### config.mk
export PLATFORM = sky130hd
export DESIGN_NAME = eis_edge_ctrl
export DESIGN_NICKNAME = d
export VERILOG_FILES = /design/src/include/eis_pkg.sv /design/src/rtl/eis_edge_det.sv /design/src/rtl/eis_sticky.sv /design/src/rtl/eis_edge_ctrl.sv
export VERILOG_INCLUDE_DIRS = /design/src /design/src/include
export SDC_FILE = /design/constraint.sdc
export NUM_CORES = 1
export LEC_CHECK = 0
export ABC_AREA = 1
export BUFFER_PORTS_ARGS = -buffer_cell sky130_fd_sc_hd__buf_2
export CAP_MARGIN = 5
export CORE_ASPECT_RATIO = 1.25
export CORE_UTILIZATION = 55
export CTS_BUF_LIST = sky130_fd_sc_hd__clkbuf_8
export DETAILED_ROUTE_END_ITERATION = 7
export GPL_TIMING_DRIVEN = 1
export PLACE_DENSITY_LB_ADDON = 0.1
export RECOVER_POWER = 50
export SLEW_MARGIN = 25
export SYNTH_ARGS = -nofsm -noshare
export SYNTH_HDL_FRONTEND = slang
export SYNTH_SLANG_ARGS = --single-unit
### constraint.sdc
create_clock -name pclk -period 2.7 [get_ports pclk]
set_input_delay 0.675 -clock pclk [delete_from_list [all_inputs] [get_ports pclk]]
set_output_delay 0.675 -clock pclk [all_outputs]
set_load 0.005 [all_outputs]
### src/include/eis_consts.svh
// Constants for the external interrupt edge-select block
`ifndef EIS_CONSTS_SVH
`define EIS_CONSTS_SVH

// Pin count: irq a, irq b, wake 0..5
`define EIS_NPINS 8
`define EIS_NWAKE 6
`define EIS_AW 8

// Register byte offsets
`define EIS_OFF_IRQ_EDGE 8'h00
`define EIS_OFF_WAKE_EDGE 8'h04
`define EIS_OFF_STATUS 8'h08
`define EIS_OFF_WFLAG 8'h0c
`define EIS_OFF_CLEAR 8'h10
`define EIS_OFF_ENABLE 8'h14
`define EIS_OFF_FUNC 8'h18

// Field positions
`define EIS_IRQ_A_EDGE_POS 0
`define EIS_IRQ_B_EDGE_POS 3
`define EIS_CLR_WAKE_POS 8
`define EIS_EN_WAKE_POS 2

// Fixed read values of reserved bits
`define EIS_IRQ_EDGE_ONES 8'h70
`define EIS_WAKE_EDGE_ONES 8'hc0

// Reset values
`define EIS_RST_EDGE 2'h0
`define EIS_RST_WEDGE 6'h00
`define EIS_RST_EN 3'h0
`define EIS_RST_FUNC 2'h0

`endif

### src/include/eis_pkg.sv
// Types shared by the edge-select block
`include "eis_consts.svh"
package eis_pkg;

  // APB request from master
  typedef struct packed {
    logic psel;
    logic penable;
    logic pwrite;
    logic [`EIS_AW-1:0] paddr;
    logic [31:0] pwdata;
  } eis_apb_req_t;

  // APB answer to master
  typedef struct packed {
    logic [31:0] prdata;
    logic pready;
    logic pslverr;
  } eis_apb_rsp_t;

  // Register state of the top module
  typedef struct packed {
    logic [1:0] irq_edge;
    logic [`EIS_NWAKE-1:0] wake_edge;
    logic [2:0] en;
    logic [1:0] func;
    logic irq;
    logic err;
    logic [31:0] rdata;
  } eis_regs_t;

endpackage : eis_pkg

### src/rtl/eis_edge_det.sv
// Pin synchroniser and selectable edge detector
`timescale 1ns/10ps
`include "eis_consts.svh"
module eis_edge_det
  import eis_pkg::*;
#(
  parameter int N = `EIS_NPINS
)(
  // Clock and reset
  input wire logic pclk,
  input wire logic presetn,
  // Pins and edge choice
  input wire logic [N-1:0] pins,
  input wire logic [N-1:0] rise_sel,
  // One-cycle edge pulses
  output logic [N-1:0] pulse
);

  typedef struct packed {
    logic [N-1:0] s1;
    logic [N-1:0] s2;
    logic [N-1:0] prev;
  } eis_det_t;

  eis_det_t r, r_nxt;

  // Pick rising or falling edge
  function automatic logic eis_pick(input logic sel, input logic now, input logic old);
    eis_pick = sel ? (now & ~old) : (~now & old);
  endfunction : eis_pick

  // Two-stage sync then one history stage
  always_comb
  begin
    r_nxt = r;
    r_nxt.s1 = pins;
    r_nxt.s2 = r.s1;
    r_nxt.prev = r.s2;
  end

  always_ff @(posedge pclk or negedge presetn)
  begin
    if (!presetn)
      r <= '0;
    else
      r <= r_nxt;
  end

  // Per-pin edge selection
  for (genvar i = 0; i < N; i++)
  begin : g_pin
    assign pulse[i] = eis_pick(rise_sel[i], r.s2[i], r.prev[i]);
  end

  property p_one_cycle;
    @(posedge pclk) disable iff (!presetn)
      (pulse & $past(pulse) & ~(rise_sel ^ $past(rise_sel))) == '0;
  endproperty
  a_one_cycle: assert property (p_one_cycle)
    else $error("edge pulse lasted two cycles");

endmodule : eis_edge_det

### src/rtl/eis_sticky.sv
// Sticky request flags, set wins over clear
`timescale 1ns/10ps
`include "eis_consts.svh"
module eis_sticky
  import eis_pkg::*;
#(
  parameter int N = `EIS_NPINS
)(
  // Clock and reset
  input wire logic pclk,
  input wire logic presetn,
  // Set and clear strobes
  input wire logic [N-1:0] set,
  input wire logic [N-1:0] clr,
  // Flag levels
  output logic [N-1:0] flags
);

  typedef struct packed {
    logic [N-1:0] f;
  } eis_stk_t;

  eis_stk_t r, r_nxt;

  // Clear first, then set, so a set in the same cycle survives
  always_comb
  begin
    r_nxt = r;
    r_nxt.f = (r.f & ~clr) | set;
  end

  always_ff @(posedge pclk or negedge presetn)
  begin
    if (!presetn)
      r <= '0;
    else
      r <= r_nxt;
  end

  assign flags = r.f;

  property p_set_wins;
    @(posedge pclk) disable iff (!presetn)
      |set |=> (flags & $past(set)) == $past(set);
  endproperty
  a_set_wins: assert property (p_set_wins)
    else $error("set flag lost");

endmodule : eis_sticky

### src/rtl/eis_edge_ctrl.sv
// External interrupt edge-select controller with APB registers
`timescale 1ns/10ps
`include "eis_consts.svh"
module eis_edge_ctrl
  import eis_pkg::*;
(
  // Clock and reset
  input wire logic pclk,
  input wire logic presetn,
  // APB slave
  input wire eis_apb_req_t apb_req,
  output eis_apb_rsp_t apb_rsp,
  // Interrupt pins
  input wire logic irq_pin_a,
  input wire logic irq_pin_b,
  // Wakeup pins, bit 5 doubles as conversion trigger
  input wire logic [`EIS_NWAKE-1:0] wake_pins,
  // Outputs
  output logic irq,
  output logic conversion_trigger
);

  eis_regs_t r, r_nxt;

  // Edge pulses and sticky flags
  logic [`EIS_NPINS-1:0] pins;
  logic [`EIS_NPINS-1:0] rise_sel;
  logic [`EIS_NPINS-1:0] pulse;
  logic [`EIS_NPINS-1:0] set;
  logic [`EIS_NPINS-1:0] clr;
  logic [`EIS_NPINS-1:0] flags;

  // Bus phase decode
  logic setup;
  logic access;
  logic wr;

  // Address is one of ours
  function automatic logic eis_mapped(input logic [`EIS_AW-1:0] a);
    case (a)
      `EIS_OFF_IRQ_EDGE,
      `EIS_OFF_WAKE_EDGE,
      `EIS_OFF_STATUS,
      `EIS_OFF_WFLAG,
      `EIS_OFF_CLEAR,
      `EIS_OFF_ENABLE,
      `EIS_OFF_FUNC:
        eis_mapped = 1'b1;
      default:
        eis_mapped = 1'b0;
    endcase
  endfunction : eis_mapped

  // Read value of a register
  function automatic logic [31:0] eis_read(
    input logic [`EIS_AW-1:0] a,
    input eis_regs_t s,
    input logic [`EIS_NPINS-1:0] f
  );
    logic [7:0] v;
    v = 8'h00;
    case (a)
      `EIS_OFF_IRQ_EDGE:
      begin
        v = `EIS_IRQ_EDGE_ONES;
        v[`EIS_IRQ_A_EDGE_POS] = s.irq_edge[0];
        v[`EIS_IRQ_B_EDGE_POS] = s.irq_edge[1];
      end
      `EIS_OFF_WAKE_EDGE:
        v = `EIS_WAKE_EDGE_ONES | {2'h0, s.wake_edge};
      `EIS_OFF_STATUS:
        v = {6'h00, f[1:0]};
      `EIS_OFF_WFLAG:
        v = {2'h0, f[`EIS_NPINS-1:2]};
      `EIS_OFF_ENABLE:
        v = {5'h00, s.en};
      `EIS_OFF_FUNC:
        v = {6'h00, s.func};
      default:
        v = 8'h00;
    endcase
    eis_read = {24'h000000, v};
  endfunction : eis_read

  // Phase strobes
  assign setup = apb_req.psel & ~apb_req.penable;
  assign access = apb_req.psel & apb_req.penable;
  assign wr = access & apb_req.pwrite;

  // Pin vector: irq a, irq b, then wake pins
  assign pins = {wake_pins, irq_pin_b, irq_pin_a};
  assign rise_sel = {r.wake_edge, r.irq_edge};

  eis_edge_det #(
    .N(`EIS_NPINS)
  ) u_det (
    .pclk(pclk),
    .presetn(presetn),
    .pins(pins),
    .rise_sel(rise_sel),
    .pulse(pulse)
  );

  // Irq pins raise flags only in interrupt function
  assign set[1:0] = pulse[1:0] & r.func;
  assign set[`EIS_NPINS-1:2] = pulse[`EIS_NPINS-1:2];

  // Write-one-to-clear strobes
  always_comb
  begin
    clr = '0;
    if (wr && apb_req.paddr == `EIS_OFF_CLEAR)
    begin
      clr[1:0] = apb_req.pwdata[1:0];
      clr[`EIS_NPINS-1:2] = apb_req.pwdata[`EIS_CLR_WAKE_POS +: `EIS_NWAKE];
    end
  end

  eis_sticky #(
    .N(`EIS_NPINS)
  ) u_flags (
    .pclk(pclk),
    .presetn(presetn),
    .set(set),
    .clr(clr),
    .flags(flags)
  );

  // Register updates, read capture and interrupt level
  always_comb
  begin
    r_nxt = r;
    // Read data captured in setup, presented in access
    if (setup)
    begin
      r_nxt.rdata = eis_read(apb_req.paddr, r, flags);
      r_nxt.err = ~eis_mapped(apb_req.paddr);
    end
    // Writes land at the access edge
    if (wr)
    begin
      case (apb_req.paddr)
        `EIS_OFF_IRQ_EDGE:
        begin
          r_nxt.irq_edge[0] = apb_req.pwdata[`EIS_IRQ_A_EDGE_POS];
          r_nxt.irq_edge[1] = apb_req.pwdata[`EIS_IRQ_B_EDGE_POS];
        end
        `EIS_OFF_WAKE_EDGE:
          r_nxt.wake_edge = apb_req.pwdata[`EIS_NWAKE-1:0];
        `EIS_OFF_ENABLE:
          r_nxt.en = apb_req.pwdata[2:0];
        `EIS_OFF_FUNC:
          r_nxt.func = apb_req.pwdata[1:0];
        default:
          r_nxt.func = r.func;
      endcase
    end
    // Common wake enable, own enables for the irq pins
    r_nxt.irq = |(flags[1:0] & r.en[1:0])
      | (r.en[`EIS_EN_WAKE_POS] & (|flags[`EIS_NPINS-1:2]));
  end

  always_ff @(posedge pclk or negedge presetn)
  begin
    if (!presetn)
    begin
      r <= '0;
      r.irq_edge <= `EIS_RST_EDGE;
      r.wake_edge <= `EIS_RST_WEDGE;
      r.en <= `EIS_RST_EN;
      r.func <= `EIS_RST_FUNC;
    end
    else
      r <= r_nxt;
  end

  // Bus answer: zero wait state
  assign apb_rsp.prdata = r.rdata;
  assign apb_rsp.pready = 1'b1;
  assign apb_rsp.pslverr = access & r.err;

  // Interrupt and trigger outputs
  assign irq = r.irq;
  assign conversion_trigger = pulse[`EIS_NPINS-1];

  // Rising irq b sets its flag when rising is chosen
  property p_irqb_rise;
    @(posedge pclk) disable iff (!presetn)
      ($rose(irq_pin_b) && r.irq_edge[1] && r.func[1])
        ##1 (r.irq_edge[1] && r.func[1])[*2] |=> flags[1];
  endproperty
  a_irqb_rise: assert property (p_irqb_rise)
    else $error("irq b rising edge missed");

  property p_irqa_fall;
    @(posedge pclk) disable iff (!presetn)
      ($fell(irq_pin_a) && !r.irq_edge[0] && r.func[0])
        ##1 (!r.irq_edge[0] && r.func[0])[*2] |=> flags[0];
  endproperty
  a_irqa_fall: assert property (p_irqa_fall)
    else $error("irq a falling edge missed");

  property p_trig_rise;
    @(posedge pclk) disable iff (!presetn)
      ($rose(wake_pins[5]) && r.wake_edge[5]) ##1 r.wake_edge[5]
        |-> ##1 conversion_trigger;
  endproperty
  a_trig_rise: assert property (p_trig_rise)
    else $error("trigger pulse missing two cycles after rise");

  property p_wake0_fall;
    @(posedge pclk) disable iff (!presetn)
      ($fell(wake_pins[0]) && !r.wake_edge[0]) ##1 (!r.wake_edge[0])[*2]
        |=> flags[2];
  endproperty
  a_wake0_fall: assert property (p_wake0_fall)
    else $error("wake 0 falling edge missed");

  property p_irq_edge_read;
    @(posedge pclk) disable iff (!presetn)
      (setup && !apb_req.pwrite && apb_req.paddr == `EIS_OFF_IRQ_EDGE)
        |=> apb_rsp.prdata[7:4] == 4'h7 && apb_rsp.prdata[2:1] == 2'h0;
  endproperty
  a_irq_edge_read: assert property (p_irq_edge_read)
    else $error("irq edge reserved bits read wrong");

  property p_wake_edge_read;
    @(posedge pclk) disable iff (!presetn)
      (setup && !apb_req.pwrite && apb_req.paddr == `EIS_OFF_WAKE_EDGE)
        |=> apb_rsp.prdata[7:6] == 2'h3 && apb_rsp.prdata[5:0] == $past(r.wake_edge);
  endproperty
  a_wake_edge_read: assert property (p_wake_edge_read)
    else $error("wake edge register read wrong");

  property p_no_func;
    @(posedge pclk) disable iff (!presetn)
      (!r.func[1] && !flags[1]) |=> !flags[1];
  endproperty
  a_no_func: assert property (p_no_func)
    else $error("irq b flag set without interrupt function");

  property p_wake_common;
    @(posedge pclk) disable iff (!presetn)
      (r.en[`EIS_EN_WAKE_POS] && (|flags[`EIS_NPINS-1:2])) |=> irq;
  endproperty
  a_wake_common: assert property (p_wake_common)
    else $error("common wake enable did not raise irq");

  property p_masked;
    @(posedge pclk) disable iff (!presetn)
      (r.en == 3'h0) |=> !irq;
  endproperty
  a_masked: assert property (p_masked)
    else $error("irq raised with all enables off");

  // Rising irq a sets its flag when rising is chosen
  property p_irqa_rise;
    @(posedge pclk) disable iff (!presetn)
      ($rose(irq_pin_a) && r.irq_edge[0] && r.func[0])
        ##1 (r.irq_edge[0] && r.func[0])[*2] |=> flags[0];
  endproperty
  a_irqa_rise: assert property (p_irqa_rise)
    else $error("irq a rising edge missed");

  // Falling irq b sets its flag when falling is chosen
  property p_irqb_fall;
    @(posedge pclk) disable iff (!presetn)
      ($fell(irq_pin_b) && !r.irq_edge[1] && r.func[1])
        ##1 (!r.irq_edge[1] && r.func[1])[*2] |=> flags[1];
  endproperty
  a_irqb_fall: assert property (p_irqb_fall)
    else $error("irq b falling edge missed");

  // Trigger pulse follows a chosen falling edge
  property p_trig_fall;
    @(posedge pclk) disable iff (!presetn)
      ($fell(wake_pins[5]) && !r.wake_edge[5]) ##1 (!r.wake_edge[5])[*2]
        |-> conversion_trigger;
  endproperty
  a_trig_fall: assert property (p_trig_fall)
    else $error("trigger pulse missing after fall");

  // Rising wake 4 sets its flag when rising is chosen
  property p_wake4_rise;
    @(posedge pclk) disable iff (!presetn)
      ($rose(wake_pins[4]) && r.wake_edge[4]) ##1 (r.wake_edge[4])[*2]
        |=> flags[6];
  endproperty
  a_wake4_rise: assert property (p_wake4_rise)
    else $error("wake 4 rising edge missed");

  // Wake edge bits take the written value
  property p_wake_edge_wr;
    @(posedge pclk) disable iff (!presetn)
      (wr && apb_req.paddr == `EIS_OFF_WAKE_EDGE)
        |=> r.wake_edge == $past(apb_req.pwdata[`EIS_NWAKE-1:0]);
  endproperty
  a_wake_edge_wr: assert property (p_wake_edge_wr)
    else $error("wake edge write lost");

  // Only the two edge bits of the irq register are stored
  property p_irq_edge_wr;
    @(posedge pclk) disable iff (!presetn)
      (wr && apb_req.paddr == `EIS_OFF_IRQ_EDGE)
        |=> r.irq_edge == {$past(apb_req.pwdata[`EIS_IRQ_B_EDGE_POS]),
          $past(apb_req.pwdata[`EIS_IRQ_A_EDGE_POS])};
  endproperty
  a_irq_edge_wr: assert property (p_irq_edge_wr)
    else $error("irq edge write stored wrong bits");

  // Error answer only for unmapped addresses
  property p_slverr;
    @(posedge pclk) disable iff (!presetn)
      (setup ##1 access) |-> apb_rsp.pslverr == !eis_mapped($past(apb_req.paddr));
  endproperty
  a_slverr: assert property (p_slverr)
    else $error("slave error answer wrong");

endmodule : eis_edge_ctrl

==> metrics.log <==
INFO  metric status = finished clean
INFO  metric family_with_the_most_delay_on_the_worst_path = buffers and inverters
INFO  metric timing.setup.critical_path_class = input pin to asynchronous set/reset pin
INFO  metric avgRoutedWirePerCell = between 10 and 15 µm
INFO  metric combinationalPowerShare = 0.075
INFO  metric power_dissipated_by_switching_net_loads = 327 µW
INFO  metric gpl.final_weighted_congestion = 0.802
INFO  metric core_area = between 4000 and 5000 µm²
INFO  metric diodes = 0
INFO  metric synth_enable_flop_cells = 0
INFO  metric synthFlopType = dfrtp_1
INFO  metric critical_path.startpoint_type = input pin
INFO  metric internal-power = 1160 µW
INFO  metric placement.io_buffers = 43
INFO  metric synth.top_cells.by_area = dfrtp_1 (53%), nand2_1 (9.8%), buf_4 (9.5%)
INFO  metric std_cell_rows = 27
INFO  metric antenna_violating_nets_post_route = 0
INFO  metric pre_cts_ws = 0.786 ns
INFO  metric cts_max_level = 2
INFO  metric share_clk_of_total_power = 0.341
INFO  metric worst_slew_margin_relative_to_its_limit = 0.316
INFO  metric synth-async-reset-ratio = 1.00
INFO  metric layout-drive-gt1-share = 0.220
INFO  metric fp.dieArea = 5030 µm²
INFO  metric max_cap_violations = 0
INFO  metric clock_latency = ~0.30 ns
INFO  metric max_stage_delay = 0.74 ns
INFO  metric power.static_leakage = approximately 0.0015 µW
INFO  metric post-cts-setup-buffers = 0
INFO  metric placed_cell_area = 2730 µm²
INFO  metric hold_path.class = flop to flop
INFO  metric detail_route.first_pass.iterations = 4
INFO  metric die_width = ~64 µm
INFO  metric vias = 1849
INFO  metric combined_area_of_all_synthesized_cells = 2610 µm²
INFO  metric timing.critical_path.cells = clkbuf_1 -> clkbuf_1
INFO  metric drt_iter0_drc = 95
INFO  metric initial_utilization = 0.581
INFO  metric netlist-cell-type-count = 28
INFO  metric final_worst_clock_skew = 0.00379 ns
INFO  metric maximum_number_of_pins_on_one_net_before_global_route_repair = 22
INFO  metric cts.sink_count = 55
INFO  metric cp_slowest_cell = clkbuf_1
INFO  metric worst-path-max-fanout = 20
INFO  metric detailed_place_hpwl = 3.44 mm
INFO  metric cts_max_path_buffers = 2
INFO  metric num_cts_buffers = 5
INFO  metric seq_area_frac_synth = 0.527
INFO  metric final.setup.worst_slack = 0.884 ns
INFO  metric fin_max_slew_vios = 0
INFO  metric ctsResizeCount = 0
INFO  metric pwr-share-seq = 0.583
INFO  metric cellPowerDensity = 527 nW/µm²
INFO  metric timing.fmax = 551 MHz
INFO  metric yosys.cell_count.top_type = nand2_1
INFO  metric arrival = between 2 and 2.5 ns
INFO  metric cts-hold-fix-buffers = 0
INFO  metric area.growth.synth_to_final = 8.09%
INFO  metric globalRouteOverflowTotal = 0
INFO  metric setup-tns-final = 0 ns
INFO  metric first_global_vias = roughly 1.6k
INFO  metric final_cycle_share = 0.672
INFO  metric switching_share = 0.220
INFO  metric initial_antenna_violation_count = 0
INFO  metric critical_path.n_buffers_inverters = 2
INFO  metric worst_path_most_repeated_cell = clkbuf_1
INFO  metric critical_path.endpoint_type = asynchronous set/reset pin
INFO  metric post-synth-top-area-cell = dfrtp_1
INFO  metric synthesis.area_per_instance = 9.04 µm²
INFO  metric drc_violations_left = 0
INFO  metric synth_seq_cells = 55
INFO  metric finalNetCount = around 380
INFO  metric min_period = 1.82 ns
INFO  metric cts_tree = done
INFO  metric clk_pin_slew_worst_paths = 0.09 ns
INFO  metric critical_path_required = about 3 ns
INFO  metric totalWireLength = 4.51 mm
INFO  metric grt_first_pass_wirelength = ~7.5 mm
INFO  metric viasPerCell = 4.79
INFO  metric postSynthCellCount = 289
INFO  metric synth_commonest_cells = nand2_1 (68), dfrtp_1 (55), buf_4 (33)
INFO  metric synth_top_cell_area_share = 0.527
INFO  metric setup_violations = 0
INFO  metric grt_setup_unrepaired = no
INFO  metric timing_hold_violations_final = 0
INFO  metric worstMarginPinSlew = 1.03 ns
INFO  metric final_cell_area = roughly 2800 µm²
INFO  metric grt_overall_usage = 0.197
INFO  metric ios = 89
INFO  metric vdd_ir_drop_max = 0.349 mV
INFO  metric die_h = 79.1 µm
INFO  metric clock_tree.root_cell = clkbuf_8
INFO  metric ys_warn_count = 0
==> placed cells by master, fill, tap and decap left out <==
cell type / instances
inv_1: 30
buf_4: 1
o21ai_2: 4
buf_2: 42
clkbuf_1: 2
a21oi_1: 1
nor2_8: 1
clkbuf_8: 5
nor3b_2: 1
o21ai_1: 8
nand3_1: 20
o21bai_1: 1
nor2_2: 5
bufinv_16: 1
nor2_4: 2
o21a_1: 4
inv_2: 1
nand3_2: 3
o31ai_1: 1
nand2_1: 68
o21ai_0: 11
a21oi_2: 2
nand2_2: 3
o211ai_1: 6
and3_1: 1
dfrtp_1: 55
nand3b_1: 1
nor2_1: 22
conb_1: 25
nand2_4: 1
==> power groups by stage <==
stage | combinational, µW | sequential [µW] | clock [µW]
finish | 112 | 867 | 508
global route | 130 | 871 | 553
CTS | 115 | 868 | 525
detailed placement | 114 | 884 | 0
global placement | 111 | 882 | 0
floorplan | 88.2 | 880 | 0
==> routing by layer <==
metal / track usage / up-vias / wire length, µm
met5: 0 / - / 0
met4: 0.0841 / 0 / 62
met3: 0.0417 / 4 / 226
met2: 0.337 / 62 / 2270
met1: 0.239 / 853 / 1950
li1: - / 930 / -
==> layout make-up <==
type,count,area (µm²)
flip-flops and latches,55,1380
fillers,414,1670
clock buffers,5,68.8
repair buffers,45,225
well taps,58,72.6
multi-input cells,191,935
inverters,30,113
clock inverters,2,33.8
==> state kept, by name, summed over array words and instances, names as in the netlist <==
name	flops
u_flags.flags	8
irq	1
r	14
u_det.r	24
apb_rsp	8
==> worst paths after layout <==
| path | start | to | slack [ns] | cells after the start |
|---|---|---|---|---|
| min in group asynchronous | presetn | apb_rsp[6] | 0.53 | 1 |
| hold reg to reg | u_det.r[22] | u_det.r[14] | 0.35 | 0 |
| setup / recovery | presetn | r[36] | 0.88 | 2 |
| hold / removal | u_det.r[22] | u_det.r[14] | 0.35 | 0 |
| max in group pclk | r[44] | conversion_trigger | 0.95 | 3 |
| setup reg to reg | u_flags.flags[3] | irq | 1.44 | 4 |
==> kinds of logic (layout without fill, tap and decap cells) <==
family	Yosys count	after routing	share of synthesized area
buffers and inverters	66	82	0.148
and+or+nand+nor	128	128	0.229
other	2	25	0.00287
DFF	55	55	0.527
AOI/OAI and AO/OA	38	38	0.0929
==> through the flow <==
stage,cells,power (µW),hold slack (ns),utilization
finish,386,1490,0.353,0.629
global route,386,1550,0.360,0.629
CTS,386,1510,0.312,0.630
detailed placement,379,998,0.336,0.607
global placement,379,993,0.331,0.607
floorplan,312,968,0.331,-
(Power assumes the default switching activity.)
